$ cat config.mk
export PLATFORM = sky130hd
export DESIGN_NAME = pss_status_regs
export DESIGN_NICKNAME = d
export VERILOG_FILES = /design/src/rtl/pss_pkg.sv /design/src/rtl/pss_status_regs.sv
export SDC_FILE = /design/constraint.sdc
export NUM_CORES = 1
export LEC_CHECK = 0
export BUFFER_PORTS_ARGS = -buffer_cell sky130_fd_sc_hd__buf_2
export CELL_PAD_IN_SITES_DETAIL_PLACEMENT = 0
export CELL_PAD_IN_SITES_GLOBAL_PLACEMENT = 1
export CORE_MARGIN = 5
export CORE_UTILIZATION = 45
export CTS_CLUSTER_SIZE = 16
export DETAILED_ROUTE_END_ITERATION = 10
export HOLD_SLACK_MARGIN = 0.15
export MAX_ROUTING_LAYER = met4
export PLACE_DENSITY_LB_ADDON = 0.3
export SLEW_MARGIN = 20
export SYNTH_ARGS = -nofsm -noshare
export SYNTH_HDL_FRONTEND = slang
export SYNTH_SLANG_ARGS = --single-unit
$ cat constraint.sdc
create_clock -name clk -period 2.9 [get_ports clk]
set_clock_uncertainty 0.15 [all_clocks]
set_input_delay 0.29 -clock clk [delete_from_list [all_inputs] [get_ports clk]]
set_output_delay 0.29 -clock clk [all_outputs]
set_load 0.01 [all_outputs]
$ cat src/rtl/pss_pkg.sv
package pss_pkg;

   // Register indices (byte address is four times the index)
   localparam logic [7:0] IDX_SKEW   = 8'h55;
   localparam logic [7:0] IDX_STRAP1 = 8'h6e;
   localparam logic [7:0] IDX_STRAP2 = 8'h6f;
   localparam logic [7:0] IDX_BYTES  = 8'h71;
   localparam logic [7:0] IDX_ERRST  = 8'h72;
   localparam logic [7:0] IDX_CTRL   = 8'h16;

   // Field positions
   localparam int POS_CNT_LOCK   = 0;
   localparam int POS_CNT_CLEAR  = 1;
   localparam int POS_BYTE_OVF   = 9;
   localparam int POS_PKT_OVF    = 10;
   localparam int POS_COUNT_MODE = 0;

   // Values after reset
   localparam logic [15:0] RST_BYTES  = 16'h0000;
   localparam logic [7:0]  RST_ERRS   = 8'h00;
   localparam logic [15:0] RST_STRAPS = 16'h0000;

   typedef struct packed {
      logic        mirror;
      logic        downshift;
      logic        clock_output_off_strap;
      logic        reduced_gmii_off_strap;
      logic        auto_crossover_off_strap;
      logic        forced_crossover_strap;
      logic        half_duplex_strap;
      logic        autoneg_off_strap;
      logic [1:0]  speed_select_strap_pair;
      logic [4:0]  management_address_strap;
      logic        fast_link_drop_strap;
      logic [2:0]  tx_delay_strap;
      logic [2:0]  rx_delay_strap;
   } pss_strap_type;

   typedef struct packed {
      logic        byte_valid;
      logic        byte_error;
      logic        packet_wrap;
   } pss_check_type;

   typedef struct packed {
      logic          ack;
      logic [31:0]   rdata;
      logic          latched;
      pss_strap_type straps;
      logic          checker_count_mode;
      logic [15:0]   checker_rx_bytes;
      logic [7:0]    checker_error_bytes;
      logic [15:0]   shown_bytes;
      logic [7:0]    shown_errors;
      logic          packet_count_overflow;
      logic          byte_count_overflow;
   } pss_state_type;

endpackage

$ cat src/rtl/pss_status_regs.sv
// The Wishbone register port was decided locally.
`timescale 1ns/1ps
// Function
// - Skew register shows channel A skew in 3:0, channel B in 7:4.
// - Strap one bit 15 shows latched port mirroring strap.
// - Strap one bit 14 shows latched link downshift strap.
// - Larger package only: bit 13 shows clock output off strap.
// - Bit 12 shows reduced gigabit interface off strap.
// - Bit 10 auto crossover off strap; bit 9 forced crossover choice.
// - Bit 8 shows half duplex strap.
// - Bit 7 shows auto negotiation off strap.
// - Speed select: two bits 6:5 larger package, bit 5 smaller package.
// - Management address: 4:0 larger package, 3:0 smaller package.
// - Strap two bit 10 shows fast link drop strap.
// - Smaller package: strap two bits 6:4 transmit clock delay strap.
// - Smaller package: strap two bits 2:0 receive clock delay strap.
// - Sixteen bit received byte count, reset to zero.
// - Count mode zero: byte counter saturates at all ones.
// - Writing bit 0 of error register freezes displayed counters.
// - Writing bit 1 freezes, then clears counters and both overflow flags.
// - Bit 10 flags packet counter overflow until counters cleared.
// - Bit 9 flags byte counter overflow until clear requested.
module pss_status_regs
   import pss_pkg::*;
#(
   parameter bit LARGER_PACKAGE_VARIANT = 1'b1
) (
   // Clock and reset
   input  wire logic          clk,
   input  wire logic          reset_n,
   // Wishbone slave
   input  wire logic          wb_cyc_i,
   input  wire logic          wb_stb_i,
   input  wire logic          wb_we_i,
   input  wire logic [9:0]    wb_adr_i,
   input  wire logic [3:0]    wb_sel_i,
   input  wire logic [31:0]   wb_dat_i,
   output logic      [31:0]   wb_dat_o,
   output logic               wb_ack_o,
   // Strap pins, sampled once after reset
   input  wire pss_strap_type strap_pins,
   // Receive alignment skew from the datapath
   input  wire logic [3:0]    chan_a_align_cycles,
   input  wire logic [3:0]    chan_b_align_cycles,
   // Checker events from the receive path
   input  wire pss_check_type checker_events,
   // Count mode seen by the checker
   output logic               checker_count_mode
);

   pss_state_type st_ff;
   pss_state_type nxt_st;
   logic [15:0]   strap_one;
   logic [15:0]   strap_two;
   logic [15:0]   skew_word;

   // Saturating or wrapping increment, reports a wrap
   function automatic logic [16:0] bump16(input logic [15:0] v, input logic wrap);
      logic [16:0] r;
      r = {1'b0, v} + 17'h00001;
      if (r[16] && !wrap) begin
         r = {1'b0, 16'hffff};
      end
      return r;
   endfunction

   function automatic logic [8:0] bump8(input logic [7:0] v, input logic wrap);
      logic [8:0] r;
      r = {1'b0, v} + 9'h001;
      if (r[8] && !wrap) begin
         r = {1'b0, 8'hff};
      end
      return r;
   endfunction

   // Strap pins are static at power-up; the two-stage sampler below
   // still guards against a pin that settles late.
   pss_strap_type sync1_ff;
   pss_strap_type sync2_ff;
   logic [1:0]    primed_ff;
   // Primed marks when the second stage holds pin values, not reset zeros
   always_ff @(posedge clk or negedge reset_n) begin
      if (!reset_n) begin
         sync1_ff  <= '0;
         sync2_ff  <= '0;
         primed_ff <= 2'h0;
      end else begin
         sync1_ff  <= strap_pins;
         sync2_ff  <= sync1_ff;
         primed_ff <= {primed_ff[0], 1'b1};
      end
   end

   assign skew_word = {8'h00, chan_b_align_cycles, chan_a_align_cycles};

   always_comb begin
      strap_one = 16'h0000;
      strap_two = 16'h0000;
      strap_one[15] = st_ff.straps.mirror;
      strap_one[14] = st_ff.straps.downshift;
      strap_one[13] = LARGER_PACKAGE_VARIANT ? st_ff.straps.clock_output_off_strap : 1'b0;
      strap_one[12] = st_ff.straps.reduced_gmii_off_strap;
      strap_one[10] = st_ff.straps.auto_crossover_off_strap;
      strap_one[9]  = st_ff.straps.forced_crossover_strap;
      strap_one[8]  = st_ff.straps.half_duplex_strap;
      strap_one[7]  = st_ff.straps.autoneg_off_strap;
      strap_one[5]  = st_ff.straps.speed_select_strap_pair[0];
      strap_one[6]  = LARGER_PACKAGE_VARIANT ? st_ff.straps.speed_select_strap_pair[1] : 1'b0;
      strap_one[3:0] = st_ff.straps.management_address_strap[3:0];
      strap_one[4]   = LARGER_PACKAGE_VARIANT ? st_ff.straps.management_address_strap[4] : 1'b0;
      strap_two[10] = st_ff.straps.fast_link_drop_strap;
      strap_two[6:4] = LARGER_PACKAGE_VARIANT ? 3'h0 : st_ff.straps.tx_delay_strap;
      strap_two[2:0] = LARGER_PACKAGE_VARIANT ? 3'h0 : st_ff.straps.rx_delay_strap;
   end

   always_comb begin
      logic [16:0] nb;
      logic [8:0]  ne;
      logic        take;
      logic        wr;
      logic [7:0]  idx;
      logic        lock_req;
      logic        clear_req;
      nb        = 17'h00000;
      ne        = 9'h000;
      nxt_st    = st_ff;
      idx       = wb_adr_i[9:2];
      take      = wb_cyc_i && wb_stb_i && !st_ff.ack;
      wr        = take && wb_we_i;
      lock_req  = 1'b0;
      clear_req = 1'b0;

      // Straps caught once, three cycles after release
      nxt_st.latched = primed_ff[1];
      if (!st_ff.latched) begin
         nxt_st.straps = sync2_ff;
      end

      if (wr && idx == IDX_ERRST && wb_sel_i[0]) begin
         lock_req  = wb_dat_i[POS_CNT_LOCK];
         clear_req = wb_dat_i[POS_CNT_CLEAR];
      end
      if (wr && idx == IDX_CTRL && wb_sel_i[0]) begin
         nxt_st.checker_count_mode = wb_dat_i[POS_COUNT_MODE];
      end

      if (checker_events.byte_valid) begin
         nb = bump16(st_ff.checker_rx_bytes, st_ff.checker_count_mode);
         nxt_st.checker_rx_bytes = nb[15:0];
         if (nb[16]) begin
            nxt_st.byte_count_overflow = 1'b1;
         end
      end
      if (checker_events.byte_valid && checker_events.byte_error) begin
         ne = bump8(st_ff.checker_error_bytes, st_ff.checker_count_mode);
         nxt_st.checker_error_bytes = ne[7:0];
      end
      if (checker_events.packet_wrap && st_ff.checker_count_mode) begin
         nxt_st.packet_count_overflow = 1'b1;
      end

      if (lock_req || clear_req) begin
         nxt_st.shown_bytes  = st_ff.checker_rx_bytes;
         nxt_st.shown_errors = st_ff.checker_error_bytes;
      end
      // clear after freezing; explicit clear beats a same-cycle event
      if (clear_req) begin
         nxt_st.checker_rx_bytes      = RST_BYTES;
         nxt_st.checker_error_bytes   = RST_ERRS;
         nxt_st.packet_count_overflow = 1'b0;
         nxt_st.byte_count_overflow   = 1'b0;
      end

      // Single-wait-state classic answer
      nxt_st.ack   = take;
      nxt_st.rdata = 32'h0000_0000;
      if (take && !wb_we_i) begin
         unique case (idx)
            IDX_SKEW:   nxt_st.rdata = {16'h0000, skew_word};
            IDX_STRAP1: nxt_st.rdata = {16'h0000, strap_one};
            IDX_STRAP2: nxt_st.rdata = {16'h0000, strap_two};
            IDX_BYTES:  nxt_st.rdata = {16'h0000, st_ff.shown_bytes};
            IDX_ERRST:  nxt_st.rdata = {21'h000000, st_ff.packet_count_overflow,
                                        st_ff.byte_count_overflow, 1'b0, st_ff.shown_errors};
            IDX_CTRL:   nxt_st.rdata = {31'h00000000, st_ff.checker_count_mode};
            default:    nxt_st.rdata = 32'h0000_0000;
         endcase
      end
   end

   always_ff @(posedge clk or negedge reset_n) begin
      if (!reset_n) begin
         st_ff <= '{ack: 1'b0, rdata: 32'h0000_0000, latched: 1'b0,
                    straps: pss_strap_type'(22'(RST_STRAPS)), checker_count_mode: 1'b0,
                    checker_rx_bytes: RST_BYTES, checker_error_bytes: RST_ERRS,
                    shown_bytes: RST_BYTES, shown_errors: RST_ERRS,
                    packet_count_overflow: 1'b0, byte_count_overflow: 1'b0};
      end else begin
         st_ff <= nxt_st;
      end
   end

   assign wb_ack_o           = st_ff.ack;
   assign wb_dat_o           = st_ff.rdata;
   assign checker_count_mode = st_ff.checker_count_mode;

endmodule

# Word level (Yosys, flattened, before mapping)

Cells that the tools add are included.

Flip-flop bits (word level): 135
Input port bits: 84
Output and inout bits: 34
Logic and storage cells: 87

Add/sub/neg operators: 2
Equality and inequality tests: 6
Muxes and demuxes: 14
Reduce and logical (&&, ||, !) cells: 21

Operator list:

| cell                  | count |
|---|---|
| $pmux 16 s6           | 1 |
| $eq 8x7->1 const B    | 5 |
| $mux 17               | 2 |
| $mux 16               | 2 |
| $mux 24               | 1 |
| $add 16x1->17 const B | 1 |
| $mux 8                | 2 |
| $logic_and 1x1->1     | 12 |
| $add 8x1->9 const B   | 1 |
| $eq 8x5->1 const B    | 1 |
| $reduce_bool 2->1     | 4 |
| $mux 1                | 5 |
| $logic_not 1->1       | 3 |
| $mux 2                | 1 |
| $reduce_and 2->1      | 1 |
| $logic_or 1x1->1      | 1 |

# Logic depth before layout (Yosys ltp)

Gate-level depths: netlist of the first run.

Depth in word-level cells: 8
Gate-level depth with buffers: 7
Depth with buffers taken out: 5

# Worst setup path before layout of the first run

OpenSTA, ideal clock, no wires.

Path kind: register to register
Start point: reg st_ff[34] (netlist bit)
End point: reg st_ff[37] (netlist bit)
Setup time: 80 ps
Data arrival time: 1737 ps
Required time: 2670 ps
Slack: 933 ps
Stages on the path, launching flop included: 7
Path buffers: 1
Clock period less this slack: 1967 ps
Cell sequence: dfrtp_1 -> ha_1 -> nand4_4 -> or4_1 -> buf_2 -> and3_4 -> nor3_2

Word-level cells in the longest chain between the ends: 6

Ends and longest elaborated chain:

| item                     | RTL line               | text |
|---|---|---|
| start: declaration       | pss_status_regs.sv:51  | `pss_state_type st_ff;` |
| start signal: assignment | pss_status_regs.sv:193 | `st_ff <= '{ack: 1'b0, rdata: 32'h0000_0000, latched: 1'b0,` |
| start signal: assignment | pss_status_regs.sv:199 | `st_ff <= nxt_st;` |
| $add 16x1->17 (*)        | pss_status_regs.sv:60  | `r = {1'b0, v} + 17'h00001;` |
| $logic_and 1x1->1        | pss_status_regs.sv:61  | `if (r[16] && !wrap) begin` |
| $mux 17 (*)              | pss_status_regs.sv:61  |  |
| $mux 17 (*)              | pss_status_regs.sv:147 | `if (checker_events.byte_valid) begin` |
| $mux 16 (*)              | pss_status_regs.sv:147 |  |
| $mux 24 (*)              | pss_status_regs.sv:167 | `if (clear_req) begin` |

Mark *: on every way between the ends. The rest lies on a longest branch, timed or not. The select of a mux whose other input is x is not followed.
A chain may end at the register's enable or synchronous reset.

==> impl_metrics.py, run 1 <==
metrics = {
    "cts": {
        "clk_latency_ns": 0.42,
        "clkSinkCount": 119,
        "h-tree-depth": 4,
        "hold_buffers": 35,
        "clockRootBuffer": "clkbuf_16",
        "clockBufferDepth": 2,
        "cts_tree": "built",
        "cts_buffers": 17,
        "cts_resized": 0,
        "post_cts_buffers": 0,
        "clkSlewWorstSetupHoldPaths_ns": 0.05,
    },
    "worst_setup_path": {
        "r2r_end": "st_ff[48]$_DFFE_PN0P_",
        "start_kind": "primary input",
        "reg2reg_from": "st_ff[34]$_DFFE_PN0P_",
        "crit_arrival_ns": 2.69,
        "reg2reg_slack_ns": 0.59,
        "cp.required_ns": 3.10,
        "reg2reg_depth": 5,
        "worst_setup_path_end_kind": "register",
        "critical_path_class": "primary input to register",
        "cp_max_fo": 12,
    },
    "worst_hold_path": {
        "min_to": "sync2_ff[12]$_DFF_PN0_",
        "hold_depth": 0,
        "hp-class": "register to register",
        "hp-start": "sync1_ff[12]$_DFF_PN0_",
    },
    "drt": {
        "ant_nets": 0,
        "drt_iter0_drc": 306,
        "viasPerCell": 5.38,
        "drc": 0,
        "wl_per_cell_um": 17.4,
        "dr.pass1.iters": 6,
        "drt_wl_total_um": 11200,
        "vias": 3452,
    },
    "global_route": {
        "grt_pass1_wl_um": 17900,
        "grt_max_degree": 51,
        "grt_pass1_vias": 3503,
        "antenna_found_initial": 0,
        "grt_use_total": 0.182,
        "grt-ovfl-total": 0,
    },
    "synth": {
        "netlist_area_mm2": 0.00506,
        "async_reset_ff_frac": 1.00,
        "synthCells": 399,
        "seq_area_frac_synth": 0.588,
        "synth.distinct_cells": 55,
        "synth_warnings": 0,
        "ys_ff_latch": 119,
        "postSynth.topFlopCell": "dfrtp_1",
        "postSynthAreaPerCell_um2": 12.7,
        "synth-edff-count": 0,
    },
    "timing": {
        "rsz0062_at_grt": "false",
        "post-route-period-util": 0.859,
        "relSlewSlack": 0.544,
        "tightest_slew_ns": 0.678,
        "fmax_mhz": 401,
        "setup_viol": 0,
        "maxSlewViolCount": 0,
        "post-route-min-period_ns": 2.49,
        "fin_tns_setup_ns": 0,
        "final_hold_viol_count": 0,
    },
    "finish": {
        "nets": 575,
        "drive_above_1_share": 0.319,
        "layout_commonest_cell": "dfrtp_1",
        "syn_to_final_growth_pct": 25.2,
        "fill_cells": 903,
        "antenna_cells": 0,
        "layout.cells.most_common_list": "dfrtp_1 (119), buf_2 (59), mux2_2 (40)",
        "final_cells": 642,
    },
    "die": {
        "core_area_mm2": 0.0109,
        "die-area_mm2": 0.0135,
        "fp.dieH_um": 116,
        "row_count": 38,
        "io_pins": 118,
        "initial_utilization": 0.463,
        "die_x_um": 116,
    },
    "placed_design": {
        "dp_cells": 575,
        "gp_congestion": 0.848,
        "port_buffers": 60,
        "dp_hpwl_um": 7570,
    },
    "power_and_ir_drop": {
        "powerDensity_mw_per_mm2": 722,
        "p_leak_nw": 2.94,
        "peakVddDrop_v": 0.000512,
    },
    "run": {
        "max_cap_viol_count": 0,
    },
    "outcome": {
        "status": "finished clean",
    },
}
[worst max path at each step]
stage / slack [ns] / from / endpoint / cells past startpoint
2_1_floorplan: 0.93 / st_ff[34]$_DFFE_PN0P_ / st_ff[37]$_DFFE_PN0P_ / 6
3_3_place_gp: 0.66 / st_ff[34]$_DFFE_PN0P_ / st_ff[37]$_DFFE_PN0P_ / 5
3_5_place_dp: 0.62 / st_ff[34]$_DFFE_PN0P_ / st_ff[37]$_DFFE_PN0P_ / 5
4_1_cts: 0.45 / wb_adr_i[8] / wb_dat_o[10]$_DFF_PN0_ / 9
5_1_grt: 0.35 / wb_adr_i[8] / wb_dat_o[10]$_DFF_PN0_ / 9
6_report: 0.41 / wb_adr_i[8] / wb_dat_o[10]$_DFF_PN0_ / 9
[synth_stat cells, drive strengths merged (8+ instances only)]
cell	number	share of area
a21oi	10	0.0099
a22o	9	0.016
a31oi	8	0.0099
and3	9	0.012
buf	43	0.063
dfrtp	119	0.59
mux2	42	0.093
nand2	11	0.0082
nor2	25	0.019
nor3	19	0.023
nor4	8	0.0099
o21ai	11	0.011
[routing by layer]
metal	wire, um	vias up	part of all wire	GRT usage
met5	0	-	0	-
met4	206	0	0.018	0.0797
met3	617	16	0.055	0.0454
met2	5460	116	0.49	0.278
met1	4910	1714	0.44	0.231
li1	-	1606	-	-
[layout make-up]
cell class,instances,area [um2],share of cell area
flip-flops and latches,119,2980,0.470
multi-input cells,241,1780,0.281
repair buffers,106,748,0.118
clock buffers,19,443,0.0699
clock inverters,13,201,0.0318
well taps,140,175,0.0276
inverters,4,15.0,0.00237
[sequential cells by signal (all words and copies together), names as in the netlist]
| name | flops |
|---|---|
| st_ff | 67 |
| sync1_ff | 16 |
| sync2_ff | 16 |
| wb_dat_o | 16 |
| primed_ff | 2 |
| checker_count_mode | 1 |
| wb_ack_o | 1 |
[logic make-up (layout without fill, tap and decap cells)]
logic type,after synthesis,in the layout,synth area share
buf+inv,54,142,0.0714
other cells,2,17,0.00148
simple gates,116,116,0.146
fa+ha+maj,2,2,0.00494
mux,44,44,0.0974
compound gates,62,62,0.0907
flops,119,119,0.588
[critical path, stage by stage]
cell and delay (ns):
dlygate4sd3_1 0.53, buf_2 0.14, nor4bb_1 0.29, buf_4 0.25
o21a_1 0.18, nor4_1 0.06, buf_4 0.15, nor4_1 0.22
dlygate4sd3_1 0.58
[metrics by stage]
step	total power, mW	util	worst slack, ns	hold slack, ns	instance area [um2]
3_3_place_gp	2.29	0.489	0.658	0.182	5350
2_1_floorplan	2.16	-	0.933	-0.156	5120
4_1_cts	4.64	0.580	0.451	0.180	6340
3_5_place_dp	2.31	0.489	0.623	0.186	5350
5_1_grt	4.76	0.580	0.352	0.192	6340
6_report	4.58	0.580	0.409	0.194	6340
[power by group]
| group | leakage (nW) | switching [mW] | internal, mW |
|---|---|---|---|
| logic | 1.12 | 0.183 | 0.180 |
| registers | 1.52 | 0.162 | 1.79 |
| clock network | 0.309 | 0.722 | 1.54 |
| total | 2.94 | 1.07 | 3.51 |
(Power assumes the default switching activity.)
==> run 2, diff against run 1 <==
Settings changed: CORE_ASPECT_RATIO set to 0.9, CTS_CLUSTER_DIAMETER set to 100.
Clock period 2.9 ns to 3 ns, I/O delays scaled along.
==> impl_metrics.py, run 2 (synthesized netlist as in run 1, its figures left out) <==
metrics = {
    "outcome": {
        "status": "finished clean",
    },
    "finish": {
        "fin_util": 0.584,
        "layout.cells.most_common_list": "dfrtp_1 (119), buf_2 (59), mux2_2 (40)",
        "antenna_cells": 0,
        "final_cells": 650,
        "fill_cells": 885,
        "layout_commonest_cell": "dfrtp_1",
        "largest_reg_flops": 67,
        "drive_above_1_share": 0.319,
        "regMostFlops": "st_ff",
        "syn_to_final_growth_pct": 25.7,
        "nets": 571,
    },
    "drt": {
        "ant_nets": 0,
        "drt_iter0_drc": 264,
        "viasPerCell": 5.28,
        "wl_per_cell_um": 17.3,
        "vias": 3429,
        "drc": 0,
        "dr.pass1.iters": 6,
        "drt_wl_total_um": 11200,
    },
    "timing": {
        "maxSlewViolCount": 0,
        "rsz0062_at_grt": "false",
        "fin_tns_setup_ns": 0,
        "tightest_slew_ns": 0.751,
        "post-route-min-period_ns": 2.60,
        "final_hold_viol_count": 0,
        "whs_ns": 0.168,
        "relSlewSlack": 0.499,
        "post-route-period-util": 0.866,
        "setup_viol": 0,
        "fmax_mhz": 385,
    },
    "run": {
        "max_cap_viol_count": 0,
    },
    "cts": {
        "clk_latency_ns": 0.40,
        "clkSlewWorstSetupHoldPaths_ns": 0.05,
        "clockRootBuffer": "clkbuf_16",
        "cts_buffers": 17,
        "post_cts_buffers": 0,
        "clockBufferDepth": 2,
        "cts_tree": "built",
        "cts_resized": 0,
        "h-tree-depth": 4,
        "clkSinkCount": 119,
    },
    "global_route": {
        "grt_pass1_wl_um": 18000,
        "use_met3": 0.0527,
        "use_met1": 0.229,
        "busiest_layer": "met2",
        "grt_max_degree": 60,
        "antenna_found_initial": 0,
        "grt_use_total": 0.177,
        "grt_util_met2": 0.272,
        "grt_pass1_vias": 3558,
        "grt-ovfl-total": 0,
    },
    "placed_design": {
        "dp_hpwl_um": 7580,
        "gp_congestion": 0.766,
        "port_buffers": 60,
        "dp_cells": 585,
    },
    "power_and_ir_drop": {
        "clkPwrFrac": 0.505,
        "powerDensity_mw_per_mm2": 710,
        "p_leak_nw": 2.94,
        "p_sw_mw": 1.05,
        "power_frac_seq": 0.418,
        "swShare": 0.233,
        "peakVddDrop_v": 0.000370,
        "power_frac_comb": 0.077,
        "internal-power_mw": 3.46,
    },
    "die": {
        "initial_utilization": 0.464,
        "fp.dieH_um": 111,
        "die_x_um": 122,
        "die-area_mm2": 0.0135,
        "core_area_mm2": 0.0109,
        "row_count": 36,
        "io_pins": 118,
    },
    "worst_setup_path": {
        "cp_max_fo": 12,
        "cp.required_ns": 3.19,
        "crit_arrival_ns": 2.79,
        "worst_setup_path_end_kind": "register",
        "slowest_delay_ns": 0.59,
        "crit_slowest_cell": "dlygate4sd3_1",
        "start_kind": "primary input",
        "critical_path_class": "primary input to register",
        "crit_path_cell_trace": "dlygate4sd3_1 > buf_2 > nor4bb_1 > buf_4 > o21a_1 > nor4_1 > buf_4 > nor4_1 > dlygate4sd3_1",
    },
    "worst_hold_path": {
        "hp-class": "primary input to register",
    },
}
## run 2: changes by cell type in the layout (fill, tap and decap cells not counted)
| cell | delta |
|---|---|
| clkinvlp_4 | -1 |
| buf_4 | -3 |
| dlygate4sd3_1 | -2 |
| inv_6 | +1 |
| buf_12 | +1 |
| clkbuf_8 | -1 |
| clkinv_2 | -2 |
| clkbuf_1 | -1 |
| clkinv_4 | +3 |
| bufinv_16 | +1 |
## run 2: area by class of cell
cell class / count / area, um2 / share of cell area
clock buffers: 17 / 425 / 0.0669
inverters: 4 / 15.0 / 0.00236
repair buffers: 102 / 726 / 0.114
clock inverters: 15 / 249 / 0.0391
well taps: 152 / 190 / 0.0299
flip-flops and latches: 119 / 2980 / 0.468
multi-input cells: 241 / 1780 / 0.280
## run 2: routing by layer
layer	wire (um)	vias to the layer above
met2	5520	97
met4	144	0
met5	0	-
li1	-	1601
met3	555	11
met1	5020	1720
## run 2: path summary, 6_finish.rpt
path,from,cells past startpoint,end,slack (ns)
setup / recovery,wb_adr_i[8],9,wb_dat_o[10]$_DFF_PN0_,0.40
hold / removal,chan_b_align_cycles[1],4,wb_dat_o[5]$_DFF_PN0_,0.17
setup reg to reg,st_ff[34]$_DFFE_PN0P_,5,st_ff[48]$_DFFE_PN0P_,0.71
hold reg to reg,sync1_ff[6]$_DFF_PN0_,0,sync2_ff[6]$_DFF_PN0_,0.20
max in group asynchronous,reset_n,3,st_ff[46]$_DFFE_PN0P_,1.62
min in group asynchronous,reset_n,2,st_ff[32]$_DFFE_PN0P_,0.35
## run 2: worst max-delay path: cells and delay by family
kind                   cells  cell delay [ns]
buffers and inverters      5             1.67
AND/OR/NAND/NOR            3             0.63
AO/OA/AOI/OAI              1             0.17
## run 2: power groups by stage
stage | registers (mW) | logic [mW] | clock network, mW
floorplan | 1.84 | 0.248 | 0
CTS | 1.89 | 0.350 | 2.32
detailed placement | 1.91 | 0.316 | 0
global route | 1.90 | 0.393 | 2.40
finish | 1.89 | 0.348 | 2.28
global placement | 1.91 | 0.305 | 0
## run 2: repair_timing
| item | in CTS | in global routing |
|---|---|---|
| endpoints found under the setup margin | 0 | 0 |
| hold endpoints to repair | 89 | 0 |
| hold buffers | 33 | 0 |
## run 2: per-stage QoR
| step | setup slack (ns) | power (mW) | cell area [um2] |
|---|---|---|---|
| after floorplan | 1.03 | 2.09 | 5120 |
| after global placement | 0.586 | 2.21 | 5360 |
| after detailed placement | 0.539 | 2.23 | 5360 |
| after CTS | 0.453 | 4.56 | 6360 |
| after global routing | 0.297 | 4.70 | 6360 |
| final | 0.402 | 4.51 | 6360 |
==> run 3, diff against run 2 <==
Settings changed: CTS_BUF_LIST set to sky130_fd_sc_hd__clkbuf_8.
==> impl_metrics.py, run 3 (synthesized netlist as in run 1, its figures left out) <==
metrics = {
    "outcome": {
        "status": "finished clean",
    },
    "power_and_ir_drop": {
        "powerDensity_mw_per_mm2": 641,
        "peakVddDrop_v": 0.000436,
        "p_leak_nw": 2.86,
    },
    "die": {
        "initial_utilization": 0.464,
        "io_pins": 118,
        "row_count": 36,
        "die-area_mm2": 0.0135,
        "fp.dieH_um": 111,
        "die_x_um": 122,
        "core_area_mm2": 0.0109,
    },
    "finish": {
        "layout.cells.most_common_list": "dfrtp_1 (119), buf_2 (59), mux2_2 (40)",
        "regMostFlops": "st_ff",
        "drive_above_1_share": 0.319,
        "multi_input_area_mm2": 0.00178,
        "seqCellArea_mm2": 0.00298,
        "layout_commonest_cell": "dfrtp_1",
        "nets": 572,
        "largest_reg_flops": 67,
        "syn_to_final_growth_pct": 22.1,
        "antenna_cells": 0,
        "fill_cells": 926,
    },
    "worst_hold_path": {
        "hp-class": "primary input to register",
    },
    "cts": {
        "clockBufferDepth": 2,
        "clkSlewWorstSetupHoldPaths_ns": 0.07,
        "cts_buffers": 17,
        "clockRootBuffer": "clkbuf_8",
        "h-tree-depth": 4,
        "cts_tree": "built",
        "clkSinkCount": 119,
        "clk_latency_ns": 0.42,
        "post_cts_buffers": 0,
    },
    "placed_design": {
        "port_buffers": 60,
        "gp_congestion": 0.766,
        "place_worst_setup_slack_ns": 0.539,
        "dp_hpwl_um": 7580,
    },
    "worst_setup_path": {
        "slowest_delay_ns": 0.59,
        "cp_max_fo": 12,
        "crit_arrival_ns": 2.81,
        "crit_slowest_cell": "dlygate4sd3_1",
        "crit_path_cell_trace": "dlygate4sd3_1 > buf_2 > nor4bb_1 > buf_4 > o21a_1 > nor4_1 > buf_4 > nor4_1 > dlygate4sd3_1",
        "worst_setup_path_end_kind": "register",
        "cp.required_ns": 3.21,
        "critical_path_class": "primary input to register",
        "reg2reg_slack_ns": 0.77,
        "start_kind": "primary input",
    },
    "global_route": {
        "grt_pass1_wl_um": 17500,
        "grt_max_degree": 60,
        "grt_pass1_vias": 3491,
        "antenna_found_initial": 0,
        "grt_use_total": 0.172,
        "grt-ovfl-total": 0,
    },
    "run": {
        "max_cap_viol_count": 0,
    },
    "timing": {
        "relSlewSlack": 0.506,
        "fin_tns_setup_ns": 0,
        "post-route-min-period_ns": 2.60,
        "rsz0062_at_grt": "false",
        "maxSlewViolCount": 0,
        "final_hold_viol_count": 0,
        "setup_viol": 0,
        "post-route-period-util": 0.868,
        "tightest_slew_ns": 0.742,
        "setup_ws_ns": 0.397,
        "fmax_mhz": 384,
    },
    "drt": {
        "drc": 0,
        "ant_nets": 0,
        "wl_per_cell_um": 16.8,
        "drt_iter0_drc": 211,
        "viasPerCell": 5.24,
        "drt_wl_total_um": 10900,
        "vias": 3409,
        "dr.pass1.iters": 4,
    },
}
## run 3: stage by stage
stage          utilization  hold WS, ns  instance area (um2)  instances  total power [mW]
3_3_place_gp         0.492        0.181                 5360        585              2.21
5_1_grt              0.567        0.183                 6180        651              4.13
6_report             0.567        0.193                 6180        651              3.96
4_1_cts              0.567        0.152                 6180        651              4.00
2_1_floorplan            -       -0.146                 5120        414              2.09
3_5_place_dp         0.492        0.185                 5360        585              2.23
## run 3: metal layers
metal / vias up / part of all wire / global-route usage
met5: - / 0 / -
met3: 8 / 0.052 / 0.0450
li1: 1601 / - / -
met4: 0 / 0.0088 / 0.0530
met1: 1721 / 0.46 / 0.222
met2: 79 / 0.48 / 0.266
## run 3: worst max-delay path: cells and delay by family
| kind | cells | cell delay, ns |
|---|---|---|
| buf+inv | 5 | 1.67 |
| simple gates | 3 | 0.64 |
| compound gates | 1 | 0.18 |
## run 3: worst paths after layout
kind / end / from / cells past startpoint
min reg2reg: sync2_ff[6]$_DFF_PN0_ / sync1_ff[6]$_DFF_PN0_ / 0
max: wb_dat_o[10]$_DFF_PN0_ / wb_adr_i[8] / 9
max in group asynchronous: st_ff[46]$_DFFE_PN0P_ / reset_n / 3
min: wb_dat_o[6]$_DFF_PN0_ / chan_b_align_cycles[2] / 3
min in group asynchronous: st_ff[32]$_DFFE_PN0P_ / reset_n / 2
max reg2reg: st_ff[37]$_DFFE_PN0P_ / st_ff[35]$_DFFE_PN0P_ / 5
## run 3: final cells by class
| cell class | instances | share of cell area |
|---|---|---|
| clock buffers | 17 | 0.0379 |
| well taps | 152 | 0.0308 |
| inverters | 4 | 0.00243 |
| repair buffers | 103 | 0.119 |
| clock inverters | 15 | 0.0403 |
| multi-input cells | 241 | 0.288 |
| flip-flops and latches | 119 | 0.482 |
## run 3: repair_timing
action / CTS / global route
hold buffers: 34 / 0
setup endpoints to repair: 0 / 0
hold endpoints to repair: 93 / 0
gates resized for setup: 0 / 0
## run 3: report_power, final
part	internal [mW]	leakage (nW)	total, mW	switching (mW)
combinational	0.173	1.10	0.347	0.175
sequential	1.73	1.52	1.88	0.155
clock	1.08	0.237	1.73	0.653
